===== config.mk =====
export PLATFORM = sky130hd
export DESIGN_NAME = fs2_dev_flat
export DESIGN_NICKNAME = d
export VERILOG_FILES = /design/src/include/fs2_pkg.sv /design/src/include/fs2_link_if.sv /design/src/fs2_dev.sv /design/src/flat_wrapper.sv
export VERILOG_INCLUDE_DIRS = /design/src /design/src/include
export SDC_FILE = /design/constraint.sdc
export NUM_CORES = 1
export LEC_CHECK = 0
export ABC_AREA = 0
export BUFFER_PORTS_ARGS = -buffer_cell sky130_fd_sc_hd__buf_2
export CAP_MARGIN = 0
export CORE_ASPECT_RATIO = 0.8
export CORE_MARGIN = 2
export CORE_UTILIZATION = 48
export CTS_BUF_LIST = sky130_fd_sc_hd__clkbuf_4
export CTS_CLUSTER_SIZE = 8
export DETAILED_ROUTE_END_ITERATION = 12
export PLACE_DENSITY = 0.74
export SETUP_SLACK_MARGIN = 0.2
export SLEW_MARGIN = 0
export SYNTH_ARGS = -nofsm -noshare
export SYNTH_HDL_FRONTEND = slang
export SYNTH_SLANG_ARGS = --single-unit

===== constraint.sdc =====
create_clock -name pclk -period 2.3 [get_ports pclk]
set_clock_uncertainty 0.05 [all_clocks]
set_input_delay 0.46 -clock pclk [delete_from_list [all_inputs] [get_ports pclk]]
set_output_delay 0.46 -clock pclk [all_outputs]
set_load 0.02 [all_outputs]

===== src/include/fs2_map.svh =====
// fs2_map.svh: opcodes, register indices, bit positions, timing
// assumes: included by bare name, after nothing else
`ifndef FS2_MAP_SVH
`define FS2_MAP_SVH
// ----------------------------------------
// command opcodes
// ----------------------------------------
`define FS2_OP_WRR      8'h01
`define FS2_OP_READ_STATUS_TWO_CMD    8'h07
`define FS2_OP_READ_ANY_REGISTER_CMD     8'h65
`define FS2_OP_WRITE_ANY_REGISTER_CMD     8'h71
`define FS2_OP_WRITE_ENABLE_CMD     8'h06
`define FS2_OP_ERASE_RESULT_FLAG    8'hd0
`define FS2_OP_SUSP     8'hb0
`define FS2_OP_RESUME   8'h30
`define FS2_OP_SRST     8'hf0
// ----------------------------------------
// register indices on the link
// ----------------------------------------
`define FS2_A_SR1V      8'h00
`define FS2_A_STATUS_TWO_VOLATILE      8'h01
`define FS2_A_CONFIG_ONE_NONVOLATILE     8'h02
`define FS2_A_CONFIG_ONE_VOLATILE      8'h03
`define FS2_A_CONFIG_TWO_NONVOLATILE     8'h04
`define FS2_A_CONFIG_TWO_VOLATILE      8'h05
// ----------------------------------------
// field positions and reset values
// ----------------------------------------
`define FS2_B_ERASE_RESULT_FLAG     2
`define FS2_B_ES        1
`define FS2_B_PS        0
`define FS2_B_TBPROT    5
`define FS2_B_BPNV      3
`define FS2_B_TBPARM    2
`define FS2_B_QUAD      1
`define FS2_B_FREEZE    0
`define FS2_B_QPI       6
`define FS2_RST_STATUS_TWO_VOLATILE    8'h00
`define FS2_RST_CONFIG_ONE_NONVOLATILE   8'h00
`define FS2_BP_ALL      3'h7
// ----------------------------------------
// timing
// ----------------------------------------
`define FS2_CLK_NS      10
`define FS2_TNV_NS      5000
`define FS2_TCS_NS      50
// ----------------------------------------
// controller apb offsets
// ----------------------------------------
`define FS2_HA_CMD      12'h000
`define FS2_HA_DATA     12'h004
`define FS2_HA_STAT     12'h008
`endif


===== src/include/fs2_pkg.sv =====
// fs2_pkg: types shared by both ends
// assumes: nothing
package fs2_pkg;
	typedef logic [7:0] fs2_byte_t;   // one register byte
	// device sequencer
	typedef enum logic [2:0] {
		FS2_D_IDLE = 3'b001,
		FS2_D_BUSY = 3'b010,
		FS2_D_DONE = 3'b100
	} fs2_dst_e;
	// controller sequencer
	typedef enum logic [2:0] {
		FS2_H_IDLE = 3'b001,
		FS2_H_REQ  = 3'b010,
		FS2_H_RSP  = 3'b100
	} fs2_hst_e;
endpackage


===== src/include/fs2_link_if.sv =====
// fs2_link_if: command link between controller and register bank
// assumes: both ends clocked by the same pclk
`timescale 1ns/1ps
interface fs2_link_if;
	logic        cmd_valid;   // command offered
	logic        cmd_ready;   // device takes it
	logic [7:0]  cmd_op;      // opcode
	logic [7:0]  cmd_addr;    // register index for any-register ops
	logic [15:0] cmd_data;    // write data, two bytes
	logic        rsp_valid;   // read answer pulse
	logic [7:0]  rsp_data;    // read answer byte
	modport dev  (input cmd_valid, cmd_op, cmd_addr, cmd_data,
		output cmd_ready, rsp_valid, rsp_data);
	modport host (output cmd_valid, cmd_op, cmd_addr, cmd_data,
		input cmd_ready, rsp_valid, rsp_data);
endinterface


===== src/fs2_dev.sv =====
// fs2_dev: status-two and config-one register bank of the flash
// assumes: array engine on pclk drives the activity inputs
// How it works
// status two read by 07h or 65h
// status two read-only, bits 7..3 zero
// bit 2 holds latest erase-check result
// host checks erase before reading status
// bit 1 shows erase suspended
// bit 0 shows program suspended
// config one written by 01h or 71h
// config bits 7,6,4 always zero
// origin bit: 0 top, 1 bottom
// one-time bits never clear, no error
// nonvolatile protect written with long time
// volatility set loads protect bits 111
// volatile mode writes volatile protect, short
// parameter bit: 1 top, 0 bottom
// uniform map ignores parameter bit
// origin and parameter bits independent
// quad default written by both commands
// nonvolatile four-wire sets quad default
// active four-wire refuses quad default clear
// freeze default reads zero, unwritable
// host sets one-time bits before array use
// freeze blocks one-time writes, no error
// writes need write enable latch set
// suspend flags clear on resume, reset
`timescale 1ns/1ps
`include "fs2_map.svh"
module fs2_dev import fs2_pkg::*; #(
	parameter int NV_CYC = (`FS2_TNV_NS + `FS2_CLK_NS - 1) / `FS2_CLK_NS,
	parameter int VW_CYC = (`FS2_TCS_NS + `FS2_CLK_NS - 1) / `FS2_CLK_NS
) (
	// clock and reset
	input  wire logic  pclk,
	input  wire logic  presetn,
	// link
	fs2_link_if.dev    link,
	// array engine state
	input  wire logic  erase_active,     // erase running
	input  wire logic  program_active,   // program running
	input  wire logic  sector_erase_ok,  // selected sector erased
	input  wire logic  hybrid_map,       // 1 hybrid, 0 uniform
	// decoded configuration and status
	output logic       protect_from_bottom,
	output logic       params_at_top,
	output logic [2:0] protect_range_bits,
	output logic       quad_mode,
	output logic       freeze,
	output logic       four_wire,
	output logic       erase_suspended,
	output logic       program_suspended,
	output logic       write_busy
);
	// ----------------------------------------
	// state
	// ----------------------------------------
	fs2_dst_e    st_q;              // sequencer
	logic [15:0] cnt_q;             // write time left
	logic        wel_q;             // write enable latch
	logic        cmd_ready_q;       // link ready
	logic        rsp_valid_q;       // link answer pulse
	fs2_byte_t   rsp_data_q;        // link answer
	logic        tbprot_q, bpnv_q, tbparm_q;  // one-time bits
	logic        quad_width_default_q, qpi_nv_q;         // nonvolatile defaults
	logic [2:0]  protect_range_nonvolatile_q, bp_v_q;             // protect ranges
	logic        quad_v_q, qpi_v_q, frz_q;    // volatile copies
	logic        erase_result_flag_q, es_q, ps_q;         // status two flags
	// ----------------------------------------
	// decode
	// ----------------------------------------
	logic        acc, is_wrr, is_write_any_register_cmd, is_rd, srst;
	logic        w_config_one_nonvolatile, w_config_one_volatile, w_config_two_nonvolatile, w_config_two_volatile, w_hit, nv_time;
	fs2_byte_t   cr1_b, rd_b, status_two_volatile, config_one_nonvolatile;
	logic        tbprot_d, bpnv_d, tbparm_d, quad_width_default_d, qpi_nv_d;
	logic [2:0]  protect_range_nonvolatile_d;
	// status two and config one images
	assign status_two_volatile  = {5'h00, erase_result_flag_q, es_q, ps_q};
	assign config_one_nonvolatile = {2'h0, tbprot_q, 1'b0, bpnv_q, tbparm_q, quad_width_default_q,
		1'b0};
	// command decode and next nonvolatile values
	always_comb begin
		acc     = link.cmd_valid & cmd_ready_q;
		is_wrr  = acc & wel_q & (link.cmd_op == `FS2_OP_WRR);
		is_write_any_register_cmd = acc & wel_q & (link.cmd_op == `FS2_OP_WRITE_ANY_REGISTER_CMD);
		is_rd   = acc & ((link.cmd_op == `FS2_OP_READ_STATUS_TWO_CMD) |
			(link.cmd_op == `FS2_OP_READ_ANY_REGISTER_CMD));
		srst    = acc & (link.cmd_op == `FS2_OP_SRST);
		w_config_one_nonvolatile = is_wrr | (is_write_any_register_cmd & (link.cmd_addr == `FS2_A_CONFIG_ONE_NONVOLATILE));
		w_config_one_volatile  = is_write_any_register_cmd & (link.cmd_addr == `FS2_A_CONFIG_ONE_VOLATILE);
		w_config_two_nonvolatile = is_write_any_register_cmd & (link.cmd_addr == `FS2_A_CONFIG_TWO_NONVOLATILE);
		w_config_two_volatile  = is_write_any_register_cmd & (link.cmd_addr == `FS2_A_CONFIG_TWO_VOLATILE);
		w_hit   = is_wrr | w_config_one_nonvolatile | w_config_one_volatile | w_config_two_nonvolatile | w_config_two_volatile;
		// wrr carries config one in the upper byte
		cr1_b   = is_wrr ? link.cmd_data[15:8] : link.cmd_data[7:0];
		// one-time bits only ever go to one
		tbprot_d = tbprot_q | (w_config_one_nonvolatile & ~frz_q & cr1_b[`FS2_B_TBPROT]);
		bpnv_d   = bpnv_q | (w_config_one_nonvolatile & ~frz_q & cr1_b[`FS2_B_BPNV]);
		tbparm_d = tbparm_q | (w_config_one_nonvolatile & ~frz_q & cr1_b[`FS2_B_TBPARM]);
		qpi_nv_d = qpi_nv_q | (w_config_two_nonvolatile & link.cmd_data[`FS2_B_QPI]);
		// quad default follows writes unless four-wire is active and the write clears it
		quad_width_default_d = quad_width_default_q;
		if (w_config_one_nonvolatile & ~(qpi_v_q & ~cr1_b[`FS2_B_QUAD])) begin
			quad_width_default_d = cr1_b[`FS2_B_QUAD];
		end
		if (qpi_nv_d & ~qpi_nv_q) begin
			quad_width_default_d = 1'b1;
		end
		// nonvolatile protect range
		protect_range_nonvolatile_d = protect_range_nonvolatile_q;
		if (is_wrr & ~frz_q & ~bpnv_q) begin
			protect_range_nonvolatile_d = link.cmd_data[4:2];
		end
		if (bpnv_d & ~bpnv_q) begin
			protect_range_nonvolatile_d = `FS2_BP_ALL;
		end
		// long time when nonvolatile cells change
		nv_time = (is_wrr & ~bpnv_q & ~frz_q) | (tbprot_d != tbprot_q) |
			(bpnv_d != bpnv_q) | (tbparm_d != tbparm_q) |
			(quad_width_default_d != quad_width_default_q) | (qpi_nv_d != qpi_nv_q);
		// read mux
		case (link.cmd_addr)
			`FS2_A_SR1V:  rd_b = {3'h0, bp_v_q, wel_q, ~st_q[0]};
			`FS2_A_STATUS_TWO_VOLATILE:  rd_b = status_two_volatile;
			`FS2_A_CONFIG_ONE_NONVOLATILE: rd_b = config_one_nonvolatile;
			`FS2_A_CONFIG_ONE_VOLATILE:  rd_b = {2'h0, tbprot_q, 1'b0, bpnv_q, tbparm_q,
				quad_v_q, frz_q};
			`FS2_A_CONFIG_TWO_NONVOLATILE: rd_b = {1'b0, qpi_nv_q, 6'h00};
			`FS2_A_CONFIG_TWO_VOLATILE:  rd_b = {1'b0, qpi_v_q, 6'h00};
			default:      rd_b = 8'h00;       // unmapped reads zero
		endcase
		if (link.cmd_op == `FS2_OP_READ_STATUS_TWO_CMD) begin
			rd_b = status_two_volatile;
		end
	end
	// ----------------------------------------
	// sequencer, write timer, enable latch
	// ----------------------------------------
	// busy for the write time, ready only when idle
	always_ff @(posedge pclk or negedge presetn) begin
		if (!presetn) begin
			st_q        <= FS2_D_IDLE;
			cnt_q       <= 16'h0000;
			wel_q       <= 1'b0;
			cmd_ready_q <= 1'b0;
		end else begin
			case (st_q)
				FS2_D_IDLE: begin
					cmd_ready_q <= 1'b1;
					if (acc & (link.cmd_op == `FS2_OP_WRITE_ENABLE_CMD)) begin
						wel_q <= 1'b1;
					end
					if (srst) begin
						wel_q <= 1'b0;
					end
					if (w_hit) begin
						st_q        <= FS2_D_BUSY;
						cmd_ready_q <= 1'b0;
						cnt_q <= nv_time ? 16'(NV_CYC) : 16'(VW_CYC);
					end
				end
				FS2_D_BUSY: begin
					cnt_q <= cnt_q - 16'h0001;
					if (cnt_q <= 16'h0001) begin
						st_q <= FS2_D_DONE;
					end
				end
				FS2_D_DONE: begin
					wel_q       <= 1'b0;  // cleared after a write
					cmd_ready_q <= 1'b1;
					st_q        <= FS2_D_IDLE;
				end
				default: begin
					st_q <= FS2_D_IDLE;
				end
			endcase
		end
	end
	// ----------------------------------------
	// nonvolatile cells
	// ----------------------------------------
	// power-on is the only reset that touches them
	always_ff @(posedge pclk or negedge presetn) begin
		if (!presetn) begin
			tbprot_q  <= 1'b0;
			bpnv_q    <= 1'b0;
			tbparm_q  <= 1'b0;
			quad_width_default_q <= 1'b0;
			qpi_nv_q  <= 1'b0;
			protect_range_nonvolatile_q   <= 3'h0;
		end else begin
			tbprot_q  <= tbprot_d;
			bpnv_q    <= bpnv_d;
			tbparm_q  <= tbparm_d;
			quad_width_default_q <= quad_width_default_d;
			qpi_nv_q  <= qpi_nv_d;
			protect_range_nonvolatile_q   <= protect_range_nonvolatile_d;
		end
	end
	// ----------------------------------------
	// volatile copies
	// ----------------------------------------
	// command reset reloads from nonvolatile, freeze survives it
	always_ff @(posedge pclk or negedge presetn) begin
		if (!presetn) begin
			bp_v_q   <= 3'h0;
			quad_v_q <= 1'b0;
			qpi_v_q  <= 1'b0;
			frz_q    <= 1'b0;
		end else if (srst) begin
			bp_v_q   <= protect_range_nonvolatile_q;
			quad_v_q <= quad_width_default_q;
			qpi_v_q  <= qpi_nv_q;
		end else begin
			if (is_wrr & ~frz_q) begin
				bp_v_q <= link.cmd_data[4:2];
			end
			if (w_config_one_nonvolatile) begin
				quad_v_q <= quad_width_default_d;
			end
			if (w_config_one_volatile & ~(qpi_v_q & ~link.cmd_data[`FS2_B_QUAD])) begin
				quad_v_q <= link.cmd_data[`FS2_B_QUAD];
			end
			if (w_config_two_volatile) begin
				qpi_v_q <= link.cmd_data[`FS2_B_QPI];
			end
			if ((is_wrr & link.cmd_data[8 + `FS2_B_FREEZE]) |
				(w_config_one_volatile & link.cmd_data[`FS2_B_FREEZE])) begin
				frz_q <= 1'b1;
			end
		end
	end
	// ----------------------------------------
	// status two flags
	// ----------------------------------------
	// only commands and the engine move them, never a write
	always_ff @(posedge pclk or negedge presetn) begin
		if (!presetn) begin
			erase_result_flag_q <= 1'b0;
			es_q    <= 1'b0;
			ps_q    <= 1'b0;
		end else if (srst) begin
			es_q <= 1'b0;
			ps_q <= 1'b0;
		end else if (acc) begin
			if (link.cmd_op == `FS2_OP_ERASE_RESULT_FLAG) begin
				erase_result_flag_q <= sector_erase_ok;
			end
			if (link.cmd_op == `FS2_OP_SUSP) begin
				if (erase_active) begin
					es_q <= 1'b1;
				end else if (program_active) begin
					ps_q <= 1'b1;
				end
			end
			if (link.cmd_op == `FS2_OP_RESUME) begin
				es_q <= 1'b0;
				ps_q <= 1'b0;
			end
		end
	end
	// ----------------------------------------
	// read answer
	// ----------------------------------------
	always_ff @(posedge pclk or negedge presetn) begin
		if (!presetn) begin
			rsp_valid_q <= 1'b0;
			rsp_data_q  <= `FS2_RST_STATUS_TWO_VOLATILE;
		end else begin
			rsp_valid_q <= is_rd;
			if (is_rd) begin
				rsp_data_q <= rd_b;
			end
		end
	end
	assign link.cmd_ready = cmd_ready_q;
	assign link.rsp_valid = rsp_valid_q;
	assign link.rsp_data  = rsp_data_q;
	// ----------------------------------------
	// decoded outputs, registered
	// ----------------------------------------
	always_ff @(posedge pclk or negedge presetn) begin
		if (!presetn) begin
			protect_from_bottom <= 1'b0;
			params_at_top       <= 1'b0;
			protect_range_bits  <= 3'h0;
			quad_mode           <= 1'b0;
			freeze              <= 1'b0;
			four_wire           <= 1'b0;
			erase_suspended     <= 1'b0;
			program_suspended   <= 1'b0;
			write_busy          <= 1'b0;
		end else begin
			protect_from_bottom <= tbprot_q;
			params_at_top       <= tbparm_q & hybrid_map;
			protect_range_bits  <= bpnv_q ? bp_v_q : protect_range_nonvolatile_q;
			quad_mode           <= quad_v_q;
			freeze              <= frz_q;
			four_wire           <= qpi_v_q;
			erase_suspended     <= es_q;
			program_suspended   <= ps_q;
			write_busy          <= ~st_q[0];
		end
	end
endmodule // fs2_dev


===== src/flat_wrapper.sv =====
// flat-port wrapper written by rule: the top's interface ports become plain ports
module fs2_dev_flat import fs2_pkg::*;
#(
	parameter int NV_CYC = (`FS2_TNV_NS + `FS2_CLK_NS - 1) / `FS2_CLK_NS,
	parameter int VW_CYC = (`FS2_TCS_NS + `FS2_CLK_NS - 1) / `FS2_CLK_NS
)
  (pclk, presetn, erase_active, program_active, sector_erase_ok, hybrid_map, protect_from_bottom, params_at_top, protect_range_bits, quad_mode, freeze, four_wire, erase_suspended, program_suspended, write_busy, link_cmd_valid, link_cmd_op, link_cmd_addr, link_cmd_data, link_cmd_ready, link_rsp_valid, link_rsp_data);
  fs2_link_if link_i ();
  input  wire logic pclk;
  input  wire logic presetn;
  input  wire logic erase_active;
  input  wire logic program_active;
  input  wire logic sector_erase_ok;
  input  wire logic hybrid_map;
  output logic protect_from_bottom;
  output logic params_at_top;
  output logic [2:0] protect_range_bits;
  output logic quad_mode;
  output logic freeze;
  output logic four_wire;
  output logic erase_suspended;
  output logic program_suspended;
  output logic write_busy;
  input wire logic [$bits(link_i.cmd_valid)-1:0] link_cmd_valid;
  input wire logic [$bits(link_i.cmd_op)-1:0] link_cmd_op;
  input wire logic [$bits(link_i.cmd_addr)-1:0] link_cmd_addr;
  input wire logic [$bits(link_i.cmd_data)-1:0] link_cmd_data;
  output wire logic [$bits(link_i.cmd_ready)-1:0] link_cmd_ready;
  output wire logic [$bits(link_i.rsp_valid)-1:0] link_rsp_valid;
  output wire logic [$bits(link_i.rsp_data)-1:0] link_rsp_data;
  assign link_i.cmd_valid = link_cmd_valid;
  assign link_i.cmd_op = link_cmd_op;
  assign link_i.cmd_addr = link_cmd_addr;
  assign link_i.cmd_data = link_cmd_data;
  assign link_cmd_ready = link_i.cmd_ready;
  assign link_rsp_valid = link_i.rsp_valid;
  assign link_rsp_data = link_i.rsp_data;
  fs2_dev #(.NV_CYC(NV_CYC), .VW_CYC(VW_CYC)) u_core (.pclk(pclk), .presetn(presetn), .link(link_i), .erase_active(erase_active), .program_active(program_active), .sector_erase_ok(sector_erase_ok), .hybrid_map(hybrid_map), .protect_from_bottom(protect_from_bottom), .params_at_top(params_at_top), .protect_range_bits(protect_range_bits), .quad_mode(quad_mode), .freeze(freeze), .four_wire(four_wire), .erase_suspended(erase_suspended), .program_suspended(program_suspended), .write_busy(write_busy));
endmodule

Word-level counts from Yosys, hierarchy flattened
Index checks and enable logic that the tools add are counted.
- $add $sub $neg: 1
- order comparisons: 1
- eq/ne operators: 26
- muxes and demuxes: 37
- bitwise operators: 54
- reduce and logical (&&, ||, !) cells: 18
- operator list (kind ; count):
    $pmux 7 s6 ; 1
    $eq 8x3->1 const B ; 4
    $pmux 16 s2 ; 1
    $and 1x1->1 ; 29
    $eq 8x8->1 const B ; 3
    $mux 1 ; 21
    $mux 3 ; 7
    $eq 8x1->1 const B ; 2
    $eq 8x2->1 const B ; 2
    $eq 8x7->1 const B ; 2
    $le 16x1->1 const B ; 1
    $mux 16 ; 1
    $or 1x1->1 ; 16
    $sub 16x1->16 const B ; 1
    $reduce_bool 2->1 ; 6
    $reduce_bool 3->1 ; 4
    $mux 9 ; 1
    $not 1->1 ; 9
    $eq 8x6->1 const B ; 1
    $logic_not 8->1 ; 1
    $reduce_and 2->1 ; 4
    $mux 7 ; 1
    $mux 6 ; 1
    $ne 3x1->1 const B ; 2
    other kinds (9) ; 16
- register bits: 58
- input bits: 39
- output and inout bits: 21
- logic and storage cells: 165

Depth between registers and ports, before layout
- word-level depth: 17
- depth in mapped cells: 8
- mapped depth without buffers: 8

Worst setup path before layout
Ideal clock, no wire load.
- path type: input to register
- start: input port link_cmd_op[1]
- end: register u_core.cnt_q[5]
- arrival: 2.220 ns
- required time: 2.114 ns
- path slack: -0.106 ns
- cell stages on the path: 8
- path through: or3_4 -> buf_6 -> nor4b_4 -> buf_6 -> a22o_4 -> o2111ai_4 -> a2111oi_4 -> nor2_1
- word-level cells in the longest chain between the ends: 16
- elaborated cells between the ends (all ways): 47
- ends and longest elaborated chain (what ; RTL line ; text):
    from (decl) ; flat_wrapper.sv:25 ; input wire logic [$bits(link_i.cmd_op)-1:0] link_cmd_op;
    $eq 8x7->1 (no line) ; - ;
    $and 1x1->1 ; fs2_dev.sv:85 ; is_write_any_register_cmd = acc & wel_q & (link.cmd_op == `FS2_OP_WRITE_ANY_REGISTER_CMD);
    $and 1x1->1 ; fs2_dev.sv:89 ; w_config_one_nonvolatile = is_wrr | (is_write_any_register_cmd & (link.cmd_addr == `FS2_A_CONFIG_ONE_NONVOLATI ...
    $or 1x1->1 ; fs2_dev.sv:89 ;
    $and 1x1->1 ; fs2_dev.sv:97, fs2_dev.sv:98, fs2_dev.sv:99 ;
    $and 1x1->1 ; fs2_dev.sv:97 ; tbprot_d = tbprot_q | (w_config_one_nonvolatile & ~frz_q & cr1_b[`FS2_B_TBPROT]);
    $or 1x1->1 ; fs2_dev.sv:97 ;
    $ne 1x1->1 ; fs2_dev.sv:118 ; nv_time = (is_wrr & ~bpnv_q & ~frz_q) | (tbprot_d != tbprot_q) |
    $or 1x1->1 (2 in series) ; fs2_dev.sv:118 ;
    $or 1x1->1 (2 in series) ; fs2_dev.sv:119 ; (bpnv_d != bpnv_q) | (tbparm_d != tbparm_q) |
    $or 1x1->1 ; fs2_dev.sv:120 ; (quad_width_default_d != quad_width_default_q) | (qpi_nv_d != qpi_nv_q);
    $mux 9 ; fs2_dev.sv:159 ; cnt_q <= nv_time ? 16'(NV_CYC) : 16'(VW_CYC);
    $mux 16 ; fs2_dev.sv:156 ; if (w_hit) begin
    $pmux 16 s2 ; fs2_dev.sv:147 ; case (st_q)
    to (signal assigned) ; fs2_dev.sv:159 ;
    to (signal assigned) ; fs2_dev.sv:163 ; cnt_q <= cnt_q - 16'h0001;
    to (decl) ; fs2_dev.sv:59 ; logic [15:0] cnt_q;
Parallel ways exist; a longest one is shown, timed or not. The select of a mux whose other input is x is not followed.
A chain may end at the register's enable or synchronous reset.

Final worst setup path
- start: register u_core.cnt_q[5]
- end: register u_core.cnt_q[15]
- word-level cells in the longest chain between the ends: 2
- ends and longest elaborated chain (what ; RTL line):
    $sub 16x1->16 ; fs2_dev.sv:163
    $pmux 16 s2 ; fs2_dev.sv:147
Every way passes these cells.

==> impl_summary.log <==
[metrics] result of the run: finished with violations
[metrics] failing checks: negative setup slack
[metrics] Worst Max-Slew Pin Slew: 0.582 ns
[metrics] longest individual stage delay on the worst path: 0.49 ns
[metrics] highest achievable clock rate: 419 MHz
[metrics] post-layout net count: 450
[metrics] number of filler instances in the final layout: 503
[metrics] total wirelength of the detailed-routed design: 7440 microns
[metrics] Reg clk slew, reported paths: 0.10 ns
[metrics] Syn Std Cell Area: 2990 sq um
[metrics] grt ovf: 0
[metrics] class of the worst hold path: in2reg
[metrics] commonest non-fill, non-tap cells in the layout: 56 x sky130_fd_sc_hd__dfrtp_1, 54 x sky130_fd_sc_hd__buf_2, 53 x sky130_fd_sc_hd__buf_4
[metrics] Leak: 1.93 nW
[metrics] initial antenna violation count: 0
[metrics] drt first pass iters: 5
[metrics] delay-heaviest family, CP: simple AND/OR/NAND/NOR gates
[metrics] post-DP HPWL: 5340 microns
[metrics] Flop pwr share: 54.3%
[metrics] number of failing hold endpoints at the final stage: 0
[metrics] net switching share of the total power: 24.3%
[metrics] Synth async-reset ratio: 100%
[metrics] data required time of the worst path: 2.54 ns
[metrics] maximum resistive drop on vdd: 0.272 mV
[metrics] worst-path maximum fanout: 3
[metrics] TritonCTS clock tree: built
[metrics] routed via count divided by cell count: 5.53
[metrics] average cell area after synthesis: 10.1 sq um
[metrics] fraction of layout instances using a drive strength above 1: 39.6%
[metrics] total clock buffers created by CTS: 9
[metrics] total core area: 5970 sq um
[metrics] chip height: 74.6 microns
[metrics] global-route wire length before repair: 11800 microns
[metrics] buffer depth of the longest clock path: 2
[metrics] endpoint class of the critical path: flip-flop
[metrics] total of buffers placed on input and output ports: 54
[metrics] worst slack at placement: -0.214 ns
[metrics] maxcap violations: 0
[metrics] flip-flop and latch count after synthesis: 57
[metrics] maximum number of pins on one net before global-route repair: 58
[metrics] net count after synthesis: 338
[metrics] WL per Instance: 15.0 microns
[metrics] start-to-end type of the worst setup path: reg2reg
[metrics] vias in the first global route: 2599
[metrics] DRC violation total after the first TritonRoute iteration: 119
[metrics] clock latency of the later-clocked register in the worst-skew pair: 0.40 ns
[metrics] Gate power share: 9.2%
[metrics] share of the clock period used by the worst path after layout: 104%
[metrics] Tmin final: 2.39 ns
[metrics] number of nets with antenna violations after routing: 0
[metrics] Starting Density: 50.1%
[metrics] count of cell types in the netlist: 66
[metrics] commonest non-fill, non-tap cell in the layout: sky130_fd_sc_hd__dfrtp_1
[metrics] clk sinks: 57
[metrics] RSZ-0062 raised after global routing: true
[metrics] Die Span X: 92.2 microns
[metrics] Clock Power Share: 36.5%
[metrics] Antenna Cells: 0
[metrics] floorplan die area: 6880 sq um
[metrics] worst path cell trace: or3_4 > or4_4 > or2_1 > or3_4 > o311ai_4 > o41ai_2
[metrics] Final Max Slew Viols: 0
[metrics] aggregate global-route resource usage: 22.4%
[metrics] sequential area share after synthesis: 47.7%
[metrics] count of standard-cell rows: 25
[metrics] critical path data arrival time: 2.63 ns
[metrics] Top Ports: 60
[metrics] total DRC errors in the routed layout: 0
[metrics] cell type with the highest occurrence count on the critical path: sky130_fd_sc_hd__or3_4
[metrics] power density over the cells: 475 nW/um^2
[metrics] count of mapped cells out of synthesis: 297
[metrics] setup slack after layout: -0.0894 ns
[metrics] final worst hold slack: 0.219 ns
[metrics] worst rel slew slack: 61.0%
[metrics] count of final setup violators: 4
[metrics] Clk Tree Root Cell: sky130_fd_sc_hd__clkbuf_4
[metrics] post-layout utilization of the core: 67.4%
[metrics] switching component of the power: 0.000465 W
[metrics] number of synthesized flops with an enable pin: 0
[metrics] Post-synth top flop: sky130_fd_sc_hd__dfrtp_1
[metrics] global placement routability congestion: 0.864
[metrics] Power Internal: 0.00145 W
[metrics] library cell contributing the largest single delay on the critical path: sky130_fd_sc_hd__or4_4
[metrics] Via Count: 2738
[metrics] number of warnings printed during yosys synthesis: 0
[metrics] H-tree level count: 3
[metrics] Area growth, synth to finish: 34.6%
[metrics] combined buffer and inverter count along the critical path: 0
[metrics] type of origin of the critical path: flip-flop
layer usage:
layer | vias to the layer above | track usage (%) | wire length, microns
met5 | - | 0 | 0
met4 | 0 | 10.1 | 129
met3 | 15 | 5.37 | 352
met1 | 1318 | 28.1 | 3380
li1 | 1328 | - | -
met2 | 77 | 37.7 | 3580
worst register-to-register path, cell delays in order (launching register included):
cell	delay (ns)
sky130_fd_sc_hd__dfrtp_1	0.40
sky130_fd_sc_hd__or3_4	0.40
sky130_fd_sc_hd__or4_4	0.49
sky130_fd_sc_hd__or2_1	0.24
sky130_fd_sc_hd__or3_4	0.36
sky130_fd_sc_hd__o311ai_4	0.23
sky130_fd_sc_hd__o41ai_2	0.11
cells by family after synthesis:
| group | share of synthesized area (%) |
|---|---|
| other | 0.125 |
| multiplexers | 4.85 |
| XOR/XNOR | 0.586 |
| AND/OR/NAND/NOR | 23.0 |
| AO/OA/AOI/OAI | 19.3 |
| flip-flops | 47.7 |
| adder cells (fa/ha/maj) | 0.837 |
| buffers and inverters | 3.56 |
synthesized netlist by cell type, types with 4 or more instances:
cell,count,area share (%)
sky130_fd_sc_hd__a21oi_1,17,2.8
sky130_fd_sc_hd__nor2_1,28,3.5
sky130_fd_sc_hd__o22a_1,4,1.2
sky130_fd_sc_hd__a22oi_1,5,1.3
sky130_fd_sc_hd__mux2_2,4,1.5
sky130_fd_sc_hd__nor3_1,9,1.5
sky130_fd_sc_hd__mux2i_1,10,3.3
sky130_fd_sc_hd__clkbuf_1,5,0.63
sky130_fd_sc_hd__nor3b_1,4,1.0
sky130_fd_sc_hd__nand3_1,10,1.7
sky130_fd_sc_hd__dfrtp_1,56,47
sky130_fd_sc_hd__a211oi_1,4,1.0
sky130_fd_sc_hd__inv_1,11,1.4
sky130_fd_sc_hd__nand2_1,25,3.1
sky130_fd_sc_hd__o21ai_0,21,3.5
sky130_fd_sc_hd__or3_1,9,1.9
sky130_fd_sc_hd__and2_1,4,0.84
state kept, by name (all words and copies together), names as in the netlist, 3 cells and up:
signal                              cells
u_core.cnt_q                           16
u_core.st_q                             3
u_core.protect_range_nonvolatile_q      3
u_core.protect_range_bits               3
u_core.bp_v_q                           3
u_core.link.rsp_data                    7
worst paths after layout:
check | from | to | slack, ns | cells after the start
worst max-delay path | u_core.cnt_q[5]$_DFFE_PN0P_ | u_core.cnt_q[15]$_DFFE_PN0P_ | -0.09 | 6
worst min-delay path | hybrid_map | u_core.params_at_top$_DFF_PN0_ | 0.22 | 2
worst max register to register | u_core.cnt_q[5]$_DFFE_PN0P_ | u_core.cnt_q[15]$_DFFE_PN0P_ | -0.09 | 6
worst min register to register | u_core.quad_v_q$_DFFE_PN0P_ | u_core.quad_mode$_DFF_PN0_ | 0.37 | 0
max in group asynchronous | presetn | u_core.st_q[0]$_DFFE_PN1P_ | 1.36 | 3
min in group asynchronous | presetn | u_core.program_suspended$_DFF_PN0_ | 0.54 | 3
layout make-up:
type	instances	area, sq um	area share [%]
Tap cell	81	101	2.52
Sequential cell	57	1430	35.5
Clock inverter	5	46.3	1.15
Inverter	11	41.3	1.03
Timing Repair Buffer	111	721	17.9
Multi-Input combinational cell	219	1600	39.9
Clock buffer	11	82.6	2.05
power groups by stage:
stage | clock network (W) | registers [W] | logic (W)
5_1_grt | 0.000772 | 0.00104 | 0.000193
4_1_cts | 0.000719 | 0.00104 | 0.000173
3_3_place_gp | 0 | 0.00106 | 0.000167
6_report | 0.000697 | 0.00104 | 0.000175
3_5_place_dp | 0 | 0.00106 | 0.000169
2_1_floorplan | 0 | 0.00106 | 0.0000591
what timing repair did:
action / 4_1_cts / 5_1_grt
setup endpoints to repair: 12 / 17
buffers inserted: 3 / 3
resized for setup: 17 / 11
hold buffers: 1 / 0
endpoints found under the hold margin: 29 / 0
pin swaps: 3 / 1
stage by stage:
stage / std cells / area [sq um] / TNS, ns / power, W
4_1_cts: 492 / 3940 / -0.104 / 0.00193
6_report: 495 / 4020 / -0.157 / 0.00191
3_5_place_dp: 472 / 3710 / -1.52 / 0.00123
3_3_place_gp: 472 / 3710 / -1.25 / 0.00122
5_1_grt: 495 / 4020 / -0.421 / 0.00200
2_1_floorplan: 297 / 3030 / -0.0239 / 0.00112
(Power assumes the default switching activity.)
